--- config.mk ---
export PLATFORM = sky130hd
export DESIGN_NAME = card_reader_controller
export DESIGN_NICKNAME = d
export VERILOG_FILES = /design/src/card_reader_pkg.sv /design/src/column_buffer.sv /design/src/card_reader_controller.sv
export SDC_FILE = /design/constraint.sdc
export NUM_CORES = 1
export LEC_CHECK = 0
export ABC_AREA = 1
export BUFFER_PORTS_ARGS = -buffer_cell sky130_fd_sc_hd__buf_2
export CAP_MARGIN = 20
export CORE_MARGIN = 2
export CORE_UTILIZATION = 30
export CTS_CLUSTER_DIAMETER = 40
export DETAILED_ROUTE_END_ITERATION = 10
export GPL_TIMING_DRIVEN = 0
export PLACE_DENSITY = 0.45
export SLEW_MARGIN = 20
export SYNTH_ARGS = -nofsm -noshare
export SYNTH_HDL_FRONTEND = slang
export SYNTH_HIERARCHICAL = 1
export SYNTH_SLANG_ARGS = --single-unit
--- constraint.sdc ---
create_clock -name mclk_in -period 1.7 [get_ports mclk_in]
set_input_delay 0.255 -clock mclk_in [delete_from_list [all_inputs] [get_ports mclk_in]]
set_output_delay 0.255 -clock mclk_in [all_outputs]
set_load 0.03 [all_outputs]
--- src/card_reader_pkg.sv ---
package card_reader_pkg;

  // Device address that the controller answers on the processor bus.
  localparam logic [7:0] DEVICE_ADDR = 8'h04;

  // Status byte positions; bit 7 of the byte is its most significant bit.
  localparam int ST_OVERRUN  = 7;
  localparam int ST_TROUBLE  = 6;
  localparam int ST_HOPPER   = 5;
  localparam int ST_NOMOTION = 4;
  localparam int ST_BUSY     = 3;
  localparam int ST_ERRSUM   = 2;
  localparam int ST_EOM      = 1;
  localparam int ST_UNAVAIL  = 0;

  // Command byte positions, same bit order as the status byte.
  localparam int CMD_DISABLE = 7;
  localparam int CMD_ENABLE  = 6;
  localparam int CMD_FEED    = 5;

  // Synchronised reader pin bundle layout and its quiet value.
  localparam int PIN_W       = 16;
  localparam int PIN_STATION = 15;
  localparam int PIN_STROBE  = 14;
  localparam int PIN_HOPPER  = 13;
  localparam int PIN_OPRESET = 12;
  localparam logic [PIN_W-1:0] PIN_IDLE = 16'h0FFF;

  // Latched reader error positions.
  localparam int ERR_W       = 4;
  localparam int ERR_MISS    = 0;
  localparam int ERR_TRANSIT = 1;
  localparam int ERR_LIGHT   = 2;
  localparam int ERR_DARK    = 3;

  // Card geometry: twelve rows, 80 columns.
  localparam int ROWS = 12;
  localparam int COL_W = 7;
  localparam logic [COL_W-1:0] LAST_COLUMN = 7'h50;
  localparam logic [ROWS-1:0] ALL_LIGHT = 12'hFFF;
  localparam logic [ROWS-1:0] ALL_DARK = 12'h000;

  // Reset value of the interrupt enable.
  localparam logic INT_EN_RESET = 1'b0;

  // Timing: 25 MHz clock, column period and pick window in ns.
  localparam int CLK_PERIOD_NS = 40;
  localparam int COLUMN_NS = 2000;
  localparam int COLUMN_CYCLES = COLUMN_NS / CLK_PERIOD_NS;
  localparam int TRANSIT_THIRDS = 256;
  localparam int TRANSIT_CYCLES = COLUMN_CYCLES * TRANSIT_THIRDS / 3;
  localparam int TRANSIT_TOL_CYCLES = COLUMN_CYCLES / 2;
  localparam int PICK_NS = 200000;
  localparam int PICK_CYCLES = PICK_NS / CLK_PERIOD_NS;
  localparam int TIMER_W = 16;

  // Column buffer depth.
  localparam int BUF_DEPTH = 2;

  typedef enum logic [1:0] {FEED_IDLE, FEED_PICK, FEED_TRANSIT} feed_state_e;

endpackage : card_reader_pkg

--- src/column_buffer.sv ---
`timescale 1ns/1ps
module column_buffer
  import card_reader_pkg::*;
#(
  parameter int WIDTH = ROWS,
  parameter int DEPTH = BUF_DEPTH
)
(
  // Clock and reset
  input  wire logic             mclk_in,
  input  wire logic             reset_n_in,
  // Filling side
  input  wire logic             in_valid_in,
  input  wire logic [WIDTH-1:0] in_data_in,
  output logic                  in_ready_out,
  // Draining side
  output logic                  out_valid_out,
  output logic [WIDTH-1:0]      out_data_out,
  input  wire logic             out_ready_in
);

  localparam int PW = (DEPTH > 1) ? $clog2(DEPTH) : 1;
  localparam logic [PW:0] FULL = (PW+1)'(DEPTH);

  logic [WIDTH-1:0] slots [DEPTH];
  logic [PW-1:0]    wr_ptr;
  logic [PW-1:0]    rd_ptr;
  logic [PW:0]      count;
  logic             push;
  logic             pop;

  // Pointers wrap at the depth, which need not be a power of two.
  function automatic logic [PW-1:0] step(input logic [PW-1:0] p);
    step = (p == PW'(DEPTH - 1)) ? '0 : p + PW'(1);
  endfunction : step

  // Handshakes on both sides; full and empty follow the count exactly.
  assign in_ready_out  = (count != FULL);
  assign out_valid_out = (count != '0);
  assign out_data_out  = slots[rd_ptr];
  assign push          = in_valid_in && in_ready_out;
  assign pop           = out_valid_out && out_ready_in;

  // Occupancy and pointer bookkeeping.
  always_ff @(posedge mclk_in)
  begin
    if (!reset_n_in)
    begin
      wr_ptr <= '0;
      rd_ptr <= '0;
      count  <= '0;
    end
    else
    begin
      if (push)
        wr_ptr <= step(wr_ptr);
      if (pop)
        rd_ptr <= step(rd_ptr);
      if (push && !pop)
        count <= count + (PW+1)'(1);
      else if (pop && !push)
        count <= count - (PW+1)'(1);
    end
  end

  // Storage needs no reset; a slot is only read after it was written.
  always_ff @(posedge mclk_in)
  begin
    if (push)
      slots[wr_ptr] <= in_data_in;
  end

endmodule : column_buffer

--- src/card_reader_controller.sv ---
`timescale 1ns/1ps
module card_reader_controller
  import card_reader_pkg::*;
#(
  parameter int TRANSIT_CYC = TRANSIT_CYCLES,
  parameter int PICK_CYC    = PICK_CYCLES
)
(
  // Clock and processor clear
  input  wire logic            mclk_in,
  input  wire logic            reset_n_in,
  // Processor I/O bus
  input  wire logic [7:0]      addr_in,
  input  wire logic            sense_in,
  input  wire logic            command_in,
  input  wire logic            read_in,
  input  wire logic [7:0]      wr_data_in,
  output logic                 ack_out,
  output logic [7:0]           rd_data_out,
  output logic                 interrupt_out,
  // Reader mechanism
  input  wire logic            station_card_in,
  input  wire logic            column_strobe_in,
  input  wire logic [ROWS-1:0] photocell_in,
  input  wire logic            hopper_out_of_cards_in,
  input  wire logic            operator_reset_in,
  output logic                 pick_out,
  output logic [ERR_W-1:0]     error_lamps_out,
  output logic                 buffer_ready_out
);

  localparam logic [TIMER_W-1:0] T_LO =
    TIMER_W'(TRANSIT_CYC - TRANSIT_TOL_CYCLES);
  localparam logic [TIMER_W-1:0] T_HI =
    TIMER_W'(TRANSIT_CYC + TRANSIT_TOL_CYCLES);
  localparam logic [TIMER_W-1:0] PICK_LAST = TIMER_W'(PICK_CYC - 1);

  logic [PIN_W-1:0]   sync1;
  logic [PIN_W-1:0]   sync2;
  logic [PIN_W-1:0]   sync3;
  logic [PIN_W-1:0]   pin_q;
  logic [PIN_W-1:0]   pin_d;
  logic [ROWS-1:0]    cells;
  logic               station;
  logic               station_rise;
  logic               station_fall;
  logic               strobe_rise;
  logic               op_reset;
  feed_state_e        state;
  logic [TIMER_W-1:0] timer;
  logic [COL_W-1:0]   col_cnt;
  logic               dark_seen;
  logic [ERR_W-1:0]   errors;
  logic [ERR_W-1:0]   err_set;
  logic               hopper_empty;
  logic               overrun;
  logic               int_en;
  logic               second_half;
  logic               trouble;
  logic               no_motion;
  logic               busy;
  logic [7:0]         status;
  logic               sel;
  logic               sense_sel;
  logic               cmd_sel;
  logic               read_sel;
  logic               feed_accept;
  logic               push;
  logic               fifo_in_ready;
  logic               fifo_valid;
  logic [ROWS-1:0]    fifo_data;
  logic               pop;

  // Packs six rows into a data byte; the two top bits always read zero.
  function automatic logic [7:0] pack_rows(input logic [ROWS-1:0] w,
                                           input logic lower);
    pack_rows = lower ? {2'b00, w[5:0]} : {2'b00, w[11:6]};
  endfunction : pack_rows

  // Reader pins pass three flops; a change counts once stages two and
  // three agree, which also rejects single-cycle glitches on the cable.
  always_ff @(posedge mclk_in)
  begin
    if (!reset_n_in)
    begin
      sync1 <= PIN_IDLE;
      sync2 <= PIN_IDLE;
      sync3 <= PIN_IDLE;
      pin_q <= PIN_IDLE;
      pin_d <= PIN_IDLE;
    end
    else
    begin
      sync1 <= {station_card_in, column_strobe_in, hopper_out_of_cards_in,
                operator_reset_in, photocell_in};
      sync2 <= sync1;
      sync3 <= sync2;
      pin_q <= (sync2 & sync3) | (pin_q & (sync2 ^ sync3));
      pin_d <= pin_q;
    end
  end

  // Edges and levels of the filtered pins.
  assign cells        = pin_q[ROWS-1:0];
  assign station      = pin_q[PIN_STATION];
  assign station_rise = station && !pin_d[PIN_STATION];
  assign station_fall = !station && pin_d[PIN_STATION];
  assign strobe_rise  = pin_q[PIN_STROBE] && !pin_d[PIN_STROBE];
  assign op_reset     = pin_q[PIN_OPRESET] && !pin_d[PIN_OPRESET];

  // Bus decode: nothing is taken unless the device address matches.
  assign sel       = (addr_in == DEVICE_ADDR);
  assign sense_sel = sel && sense_in;
  assign cmd_sel   = sel && command_in;
  assign read_sel  = sel && read_in;

  // Summary flags built from the latched state.
  assign trouble   = |errors;
  assign no_motion = (state == FEED_IDLE) || hopper_empty;
  assign busy      = !fifo_valid;

  // A feed is refused while an error or an empty hopper stands, and
  // while a card is already moving.
  assign feed_accept = cmd_sel && wr_data_in[CMD_FEED] && !trouble
                       && !hopper_empty && (state == FEED_IDLE);

  // Every strobe of a card in transit with no error standing pushes a column, blank or not, and the buffer drops it when full;
  // strobes past column 80 are not real columns and are dropped.
  assign push = strobe_rise && station && (state == FEED_TRANSIT)
                && !trouble && (col_cnt < LAST_COLUMN);

  // Second data read of a column retires it from the buffer.
  assign pop = read_sel && second_half && fifo_valid;

  // Status byte assembly.
  always_comb
  begin
    status              = 8'h00;
    status[ST_OVERRUN]  = overrun;
    status[ST_TROUBLE]  = trouble;
    status[ST_HOPPER]   = hopper_empty;
    status[ST_NOMOTION] = no_motion;
    status[ST_BUSY]     = busy;
    status[ST_ERRSUM]   = overrun || trouble || hopper_empty || no_motion;
    status[ST_EOM]      = no_motion || hopper_empty;
    status[ST_UNAVAIL]  = trouble;
  end

  // Two-entry buffer so a slow host does not lose the column in flight.
  column_buffer #(
    .WIDTH (ROWS),
    .DEPTH (BUF_DEPTH)
  ) u_column_buffer (
    .mclk_in       (mclk_in),
    .reset_n_in    (reset_n_in),
    .in_valid_in   (push),
    .in_data_in    (cells),
    .in_ready_out  (fifo_in_ready),
    .out_valid_out (fifo_valid),
    .out_data_out  (fifo_data),
    .out_ready_in  (pop)
  );

  // Feed sequencer: pick a card, then time its pass through the station.
  always_ff @(posedge mclk_in)
  begin
    if (!reset_n_in)
    begin
      state    <= FEED_IDLE;
      timer    <= 16'h0000;
      pick_out <= 1'b0;
    end
    else
    begin
      timer <= timer + 16'h0001;
      case (state)
        FEED_IDLE:
        begin
          if (feed_accept)
          begin
            state    <= FEED_PICK;
            timer    <= 16'h0000;
            pick_out <= 1'b1;
          end
        end
        FEED_PICK:
        begin
          if (station_rise)
          begin
            state    <= FEED_TRANSIT;
            timer    <= 16'h0000;
            pick_out <= 1'b0;
          end
          else if (timer == PICK_LAST)
          begin
            state    <= FEED_IDLE;
            pick_out <= 1'b0;
          end
        end
        FEED_TRANSIT:
        begin
          if (station_fall || timer > T_HI || trouble)
            state <= FEED_IDLE;
        end
        default:
        begin
          state    <= FEED_IDLE;
          pick_out <= 1'b0;
        end
      endcase
    end
  end

  // Column count and dark check, both restarted as a card enters.
  always_ff @(posedge mclk_in)
  begin
    if (!reset_n_in)
    begin
      col_cnt   <= '0;
      dark_seen <= 1'b0;
    end
    else if (station_rise)
    begin
      col_cnt   <= '0;
      dark_seen <= 1'b0;
    end
    else
    begin
      if (strobe_rise && station && col_cnt != '1)
        col_cnt <= col_cnt + 7'h01;
      if (station && cells == ALL_DARK
          && (col_cnt == '0 || col_cnt >= LAST_COLUMN))
        dark_seen <= 1'b1;
    end
  end

  // Error causes as set requests; the light check stays raised while a cell reads dark with no card.
  always_comb
  begin
    err_set              = '0;
    err_set[ERR_MISS]    = (state == FEED_PICK) && !station_rise
                           && (timer == PICK_LAST);
    err_set[ERR_TRANSIT] = (state == FEED_TRANSIT)
                           && ((station_fall && timer < T_LO) || timer > T_HI);
    err_set[ERR_LIGHT]   = !station && !pin_d[PIN_STATION]
                           && cells != ALL_LIGHT;
    err_set[ERR_DARK]    = (state == FEED_TRANSIT) && station_fall
                           && !dark_seen;
  end

  // Errors hold until the operator resets; a new cause wins the tie.
  always_ff @(posedge mclk_in)
  begin
    if (!reset_n_in)
      errors <= '0;
    else
      errors <= (errors & ~{ERR_W{op_reset}}) | err_set;
  end

  // Hopper empty latches as the last card leaves the read station.
  always_ff @(posedge mclk_in)
  begin
    if (!reset_n_in)
      hopper_empty <= 1'b0;
    else if (station_fall && pin_q[PIN_HOPPER])
      hopper_empty <= 1'b1;
    else if (op_reset)
      hopper_empty <= 1'b0;
  end

  // Overrun: a column lands while the previous one is still unread.
  always_ff @(posedge mclk_in)
  begin
    if (!reset_n_in)
      overrun <= 1'b0;
    else if (push && fifo_valid)
      overrun <= 1'b1;
    else if (feed_accept)
      overrun <= 1'b0;
  end

  // Interrupt enable; a byte holding both bits leaves it disabled.
  always_ff @(posedge mclk_in)
  begin
    if (!reset_n_in)
      int_en <= INT_EN_RESET;
    else if (cmd_sel && wr_data_in[CMD_DISABLE])
      int_en <= 1'b0;
    else if (cmd_sel && wr_data_in[CMD_ENABLE])
      int_en <= 1'b1;
  end

  // Byte pointer within the head column; idle reads do not advance it.
  always_ff @(posedge mclk_in)
  begin
    if (!reset_n_in)
      second_half <= 1'b0;
    else if (read_sel && fifo_valid)
      second_half <= !second_half;
  end

  // Bus answers: acknowledge and read data, registered.
  always_ff @(posedge mclk_in)
  begin
    if (!reset_n_in)
    begin
      ack_out     <= 1'b0;
      rd_data_out <= 8'h00;
    end
    else
    begin
      ack_out <= sense_sel || cmd_sel || read_sel;
      if (sense_sel)
        rd_data_out <= status;
      else if (read_sel)
        rd_data_out <= fifo_valid ? pack_rows(fifo_data, second_half)
                                  : 8'h00;
    end
  end

  // One interrupt pulse per pushed column, whether or not the buffer had room for it, plus pin-side outputs.
  always_ff @(posedge mclk_in)
  begin
    if (!reset_n_in)
    begin
      interrupt_out    <= 1'b0;
      error_lamps_out  <= '0;
      buffer_ready_out <= 1'b0;
    end
    else
    begin
      interrupt_out    <= push && int_en;
      error_lamps_out  <= errors;
      buffer_ready_out <= fifo_in_ready;
    end
  end
endmodule : card_reader_controller

=== Yosys cells after proc, flatten, opt, wreduce, memory -nomap -nowiden ===
Memories as Yosys holds them, arrays and structs flattened. A register that Yosys moved wholly into a read port is not among the register bits.
Cells that the tools add are included.

* Flip-flop bits (word level): 134
* Latch bits: 0
* RAM bits: 24
* ROM bits: 0
* Bits of input ports: 37
* Output and inout bits: 16
* Word-level logic and storage cells: 155
* Memories: 1

{| class="wikitable"
|+ Memories
! name !! depth !! bits a word !! read ports !! clocked after memory_dff !! wr ports !! RTL line !! source
|-
| u_column_buffer.slots || 2 || 12 || 1 || 1 || 1 || column_buffer.sv:25 || <nowiki>logic [WIDTH-1:0] slots [DEPTH];</nowiki>
|}

* Add/sub/neg operators: 6
* Multipliers: 0
* Div/mod/pow operators: 0
* Order comparisons: 4
* Equality and inequality tests: 10
* Shift operators: 0
* Multiplexer cells: 28
* Bitwise operators: 9
* Reduce and logical (&&, ||, !) cells: 74

{| class="wikitable"
|+ Operator list
! operator !! count
|-
| logical AND 1 bit || 38
|-
| bitwise AND 16 bit || 2
|-
| two-way mux 16 bit || 2
|-
| case mux 16 bit (2 select lines) || 1
|-
| adder 16 x 1 -> 16 bit, second input constant || 1
|-
| equality test 16 x 13 -> 1 bit, second input constant || 1
|-
| greater-than comparator 16 x 13 -> 1 bit, second input constant || 1
|-
| less-than comparator 16 x 13 -> 1 bit, second input constant || 1
|-
| two-way mux 8 bit || 2
|-
| bitwise OR 16 bit || 1
|-
| XOR 16 bit || 1
|-
| two-way mux 1 bit || 13
|-
| logical NOT 1 bit || 12
|-
| logical NOT 12 bit || 1
|-
| two-way mux 2 bit || 6
|-
| two-way mux 6 bit || 2
|-
| != test 12 bit, second input constant || 1
|-
| logical OR 1 bit || 11
|-
| nonzero test 2 bit || 5
|-
| equality test 8 x 3 -> 1 bit, second input constant || 1
|-
| adder 7 x 1 -> 7 bit, second input constant || 1
|-
| >= comparator 7 bit, second input constant || 1
|-
| logical NOT 7 bit || 1
|-
| less-than comparator 7 bit, second input constant || 1
|-
| 18 further kinds || 24
|}

=== Logic depth before layout (Yosys ltp) ===
* Depth in word-level cells: 11
* Gate-level depth with buffers: 15
* Gate-level depth less buffers: 15

=== By module ===
The synthesis kept the hierarchy.

{| class="wikitable"
|+ By module, submodules not included
! module !! times used !! cells an instance !! area each (µm²) !! seq. area each (µm²)
|-
| card_reader_controller || 1 || 566 || 4,586.9 || 2,342.2
|-
| column_buffer || 1 || 74 || 1,156.1 || 820.8
|}

=== Worst setup path before layout ===
No wires, ideal clock.

* Path type: reg2reg
* Start point: register pin_q[15]
* End point: memory u_column_buffer/slots[1][0] (netlist name), enable pin
* Library setup time: 0.380 ns
* Data arrival time: 1.352 ns
* Data required time: 1.320 ns
* Setup slack: -0.032 ns
* Cell stages (with the launch flop): 7
* Path buffers: 0
* Period minus slack after synthesis: 1.732 ns
* Cell sequence: dfxtp_1 > nand2_1 > nor2_2 > nand4_1 > inv_1 > nand2_4 > nor2_1

* Word-level cells in the longest chain between the ends: 7

{| class="wikitable"
|+ Ends and longest elaborated chain
! what !! RTL line !! source
|-
| start: declaration || card_reader_controller.sv:41 || <nowiki>logic [PIN_W-1:0] pin_q;</nowiki>
|-
| start signal: assignment || card_reader_controller.sv:98 || <nowiki>pin_q <= (sync2 & sync3) | (pin_q & (sync2 ^ sync3));</nowiki>
|-
| logical AND 1 bit (2 in series) || card_reader_controller.sv:129 || <nowiki>assign push = strobe_rise && station && (state == FEED_TRANSIT)</nowiki>
|-
| logical AND 1 bit (2 in series) || card_reader_controller.sv:130 || <nowiki>&& !trouble && (col_cnt < LAST_COLUMN);</nowiki>
|-
| named net push || card_reader_controller.sv:68 || <nowiki>logic push;</nowiki>
|-
| logical AND 1 bit || column_buffer.sv:41 || <nowiki>assign push = in_valid_in && in_ready_out;</nowiki>
|-
| two-way mux 1 bit || column_buffer.sv:69 || <nowiki>if (push)</nowiki>
|-
| two-way mux 1 bit (implied by the code) || column_buffer.sv:70 || <nowiki>slots[wr_ptr] <= in_data_in;</nowiki>
|-
| end: declaration || column_buffer.sv:25 ||
|}

The timed path passes the listed nets, and every way through them passes these cells.

=== Final worst setup path ===
* Start point: register errors[0]
* End point: register u_column_buffer.count[1]

* Word-level cells in the longest chain between the ends: 8
* Elaborated cells on any way between the ends: 10
* Classes of those cells: mux (1); reduce/logical (9)

{| class="wikitable"
|+ Ends and longest elaborated chain
! what !! RTL line !! source
|-
| start: declaration || card_reader_controller.sv:53 || <nowiki>logic [ERR_W-1:0] errors;</nowiki>
|-
| start signal: assignment || card_reader_controller.sv:257 || <nowiki>errors <= (errors & ~{ERR_W{op_reset}}) | err_set;</nowiki>
|-
| OR reduction 4 bit (*) || card_reader_controller.sv:118 || <nowiki>assign trouble = |errors;</nowiki>
|-
| logical NOT 1 bit (*) || card_reader_controller.sv:130 ||
|-
| logical AND 1 bit (*) (2 in series) || card_reader_controller.sv:130 ||
|-
| named net push || card_reader_controller.sv:68 ||
|-
| logical AND 1 bit (*) || column_buffer.sv:41 ||
|-
| named net u_column_buffer.push || column_buffer.sv:29 || <nowiki>logic push;</nowiki>
|-
| logical NOT 1 bit || column_buffer.sv:61 || <nowiki>else if (pop && !push)</nowiki>
|-
| logical AND 1 bit || column_buffer.sv:61 ||
|-
| nonzero test 2 bit (no source line) || -- ||
|-
| end signal: assignment || column_buffer.sv:60 || <nowiki>count <= count + (PW+1)'(1);</nowiki>
|-
| end signal: assignment || column_buffer.sv:62 || <nowiki>count <= count - (PW+1)'(1);</nowiki>
|-
| end: declaration || column_buffer.sv:28 || <nowiki>logic [PW:0] count;</nowiki>
|}

Mark *: on every way through the listed nets, which the timed path passes. The rest lies on a longest branch.
A chain may end at the register's enable or synchronous reset.

==> results.cfg <==
[outcome]
outcome = complete, no violations

[final_layout]
final_common_cell = dfxtp_1
drive_gt1_frac = 0.242
antennaDiodeCount = 0
instances_no_fill = 965
final_cell_mix = 116 x dfxtp_1, 114 x nand2_1, 72 x nor2_1, 69 x inv_1, 47 x buf_2
fin_nets = 776
final_cell_area_um2 = 7080
area_growth_pct = 23.2

[job]
maxCapViolations = 0

[floorplanning]
placementRows = 50
core_area_um2 = 18800
die_area_um2 = 20300
die_w_um = 142
die_y_um = 142
start_util = 0.306
ios = 53

[synth]
synth_compound_gate_area_share = 0.0695
yosys_most_used_dff = dfxtp_1
synth_top_family_by_area = simple AND/OR/NAND/NOR gates
synth_edf_count = 24
syn_avg_cell_area_um2 = 8.97
syn-num-nets = 698
yosys.area_share.simple = 0.234
synth_warnings = 6
muxShareOfSynthArea = 0.0301
synthAdderAreaFrac = 0.0458
syn_inst = 640
ys_async_sr_fraction = 0
ys_types = 41
yosysSeqAreaShare = 0.551
synthXorXnorAreaFrac = 0.00915
synth_area_um2 = 5740
ys_seq_elements = 146

[placed_design]
portBuffers = 47
dp_hpwl_um = 8750
place.gp.congestion = 0.808
placedCellCount = 921
placedInstanceArea_um2 = 6270

[critical_path]
path_class = reg2reg
rr_worst_depth = 13
path_max_fanout = 4
worstPathRequired_ns = 2.06
critPathLaunch = errors[0]$_SDFF_PN0_
critPathCaptureType = register
startpoint_type = register
crit-reg2reg-capture = u_column_buffer/count[1]$_SDFFE_PN0P_
cp.arrival_ns = 1.97
rrSetupSlack_ns = 0.09
timing.rr.start = errors[0]$_SDFF_PN0_

[cts]
cts_buffer_depth = 2
clock-sinks = 146
cts_tree = done
cts_root_buf = clkbuf_16
clk_latency_ns = 0.42
cts_inserted_buffers = 17
clkSlewWorstSetupHoldPaths_ns = 0.06
htree_levels = 4

[timing]
tightest_slew_ns = 0.725
period_share = 0.947
rsz0062_at_grt = true
setup_violations = 0
tns_ns = 0
slew_viol_final = 0
min_period_ns = 1.61
relSlewSlack = 0.517
fmax_mhz = 621
hold_viol_final = 0
fin_skew_ns = 0.0116

[global_route]
grt_pass1_wl_um = 19900
grt_pass1_vias = 4146
antenna_found_initial = 0
grt-ovfl-total = 0
grt_max_degree = 17
grt_usage = 0.126

[power_and_ir_drop]
power.leakage_uw = 0.00295
ir_drop_mv = 0.719
power.density_nw_per_um2 = 1080

[hold_path]
hold_path_depth = 3
hold_end = sync1[13]$_SDFF_PN0_
hp-class = in2reg
hp-start = hopper_out_of_cards_in

[route]
drt-initial-drc-count = 229
first_pass_iters = 4
avgViaCountPerCell = 4.43
ant_nets = 0
wl_per_cell_um = 12.5
routed_wl_um = 12000
num_vias = 4273
drc_errors = 0
==> where the power goes <==
part	switching (uW)	internal, uW	leakage (uW)
Sequential	41.9	3580	0.00121
Combinational	153	114	0.00145
Clock	1480	2270	0.000287
==> layer usage <==
layer / vias up / part of all wire / track usage / wire length (um)
met5: - / 0 / 0 / 0
met4: 0 / 0.018 / 0.0469 / 212
met3: 19 / 0.036 / 0.0397 / 430
met2: 68 / 0.45 / 0.205 / 5480
met1: 1964 / 0.49 / 0.158 / 5930
li1: 2222 / - / - / -
==> Yosys cell counts, drive strengths merged, types with 12 or more instances <==
library cell	number	area, um^2
dfxtp	122	2440
a21oi	39	195
mux2	12	173
o21ai	20	104
nor3	15	91.3
nand2	124	488
or2	37	231
inv	76	285
nor2	83	339
nand3	19	95.1
ha	21	263
nand4	12	75.1
edfxtp	24	721
==> area by class of cell <==
cell class	count	area, um^2
fillers	1922	11700
flip-flops and latches	146	3170
multi-input cells	405	2280
clock buffers	19	454
repair buffers	59	378
inverters	78	295
well taps	234	293
clock inverters	13	146
plain buffers	11	52.6
==> logic make-up after synthesis <==
kind of cell,count (synthesis)
compound gates,72
xor+xnor,6
fa+ha+maj,21
buf+inv,89
flops,146
mux,12
simple gates,294
==> registers in the layout (all words and copies together), names as in the netlist, 2 cells and up, named ones only <==
register	count
col_cnt	7
error_lamps_out	4
errors	4
pin_d	3
pin_q	16
rd_data_out	8
state	2
sync1	16
sync2	16
sync3	16
timer	16
u_column_buffer/count	2
u_column_buffer/slots	24
==> metrics by stage <==
| step | total power [uW] | utilization | hold WS (ns) | worst slack, ns |
|---|---|---|---|---|
| floorplan | 3840 | - | 0.353 | -0.0323 |
| global placement | 3950 | 0.334 | 0.395 | -0.644 |
| detailed placement | 3960 | 0.334 | 0.397 | -0.663 |
| CTS | 7760 | 0.373 | 0.000572 | 0.00124 |
| global route | 7980 | 0.377 | 0.00259 | -0.0377 |
| finish | 7640 | 0.377 | 0.0182 | 0.0904 |
==> worst max-delay path by stage <==
stage	endpoint	cells after the start
6_report	u_column_buffer/count[1]$_SDFFE_PN0P_	13
5_1_grt	u_column_buffer/count[1]$_SDFFE_PN0P_	13
2_1_floorplan	u_column_buffer/slots[1][0]$_DFFE_PP_	6
3_5_place_dp	u_column_buffer/slots[1][6]$_DFFE_PP_	6
3_3_place_gp	u_column_buffer/slots[0][7]$_DFFE_PP_	6
4_1_cts	rd_data_out[3]$_SDFFE_PN0P_	7
==> critical path, cell delays in order (launching register included) <==
cell      delay [ns]
dfxtp_1         0.31
nor2_1          0.12
nand2_2         0.10
inv_1           0.09
nand4_1         0.13
inv_2           0.11
nand2_4         0.09
clkinv_2        0.08
ha_4            0.20
inv_1           0.07
nand3_1         0.07
nand2_1         0.06
inv_1           0.03
nor2_1          0.08
==> what timing repair did <==
| action | in CTS | in global routing |
|---|---|---|
| hold buffers | 6 | 0 |
| pin swaps | 3 | 2 |
| gates resized for setup | 12 | 9 |
| setup endpoints to repair | 26 | 4 |
| hold endpoints to repair | 6 | 0 |
| gates cloned | 0 | 0 |
| setup buffers | 2 | 4 |
Note: power is estimated with default switching activity, not from simulation.
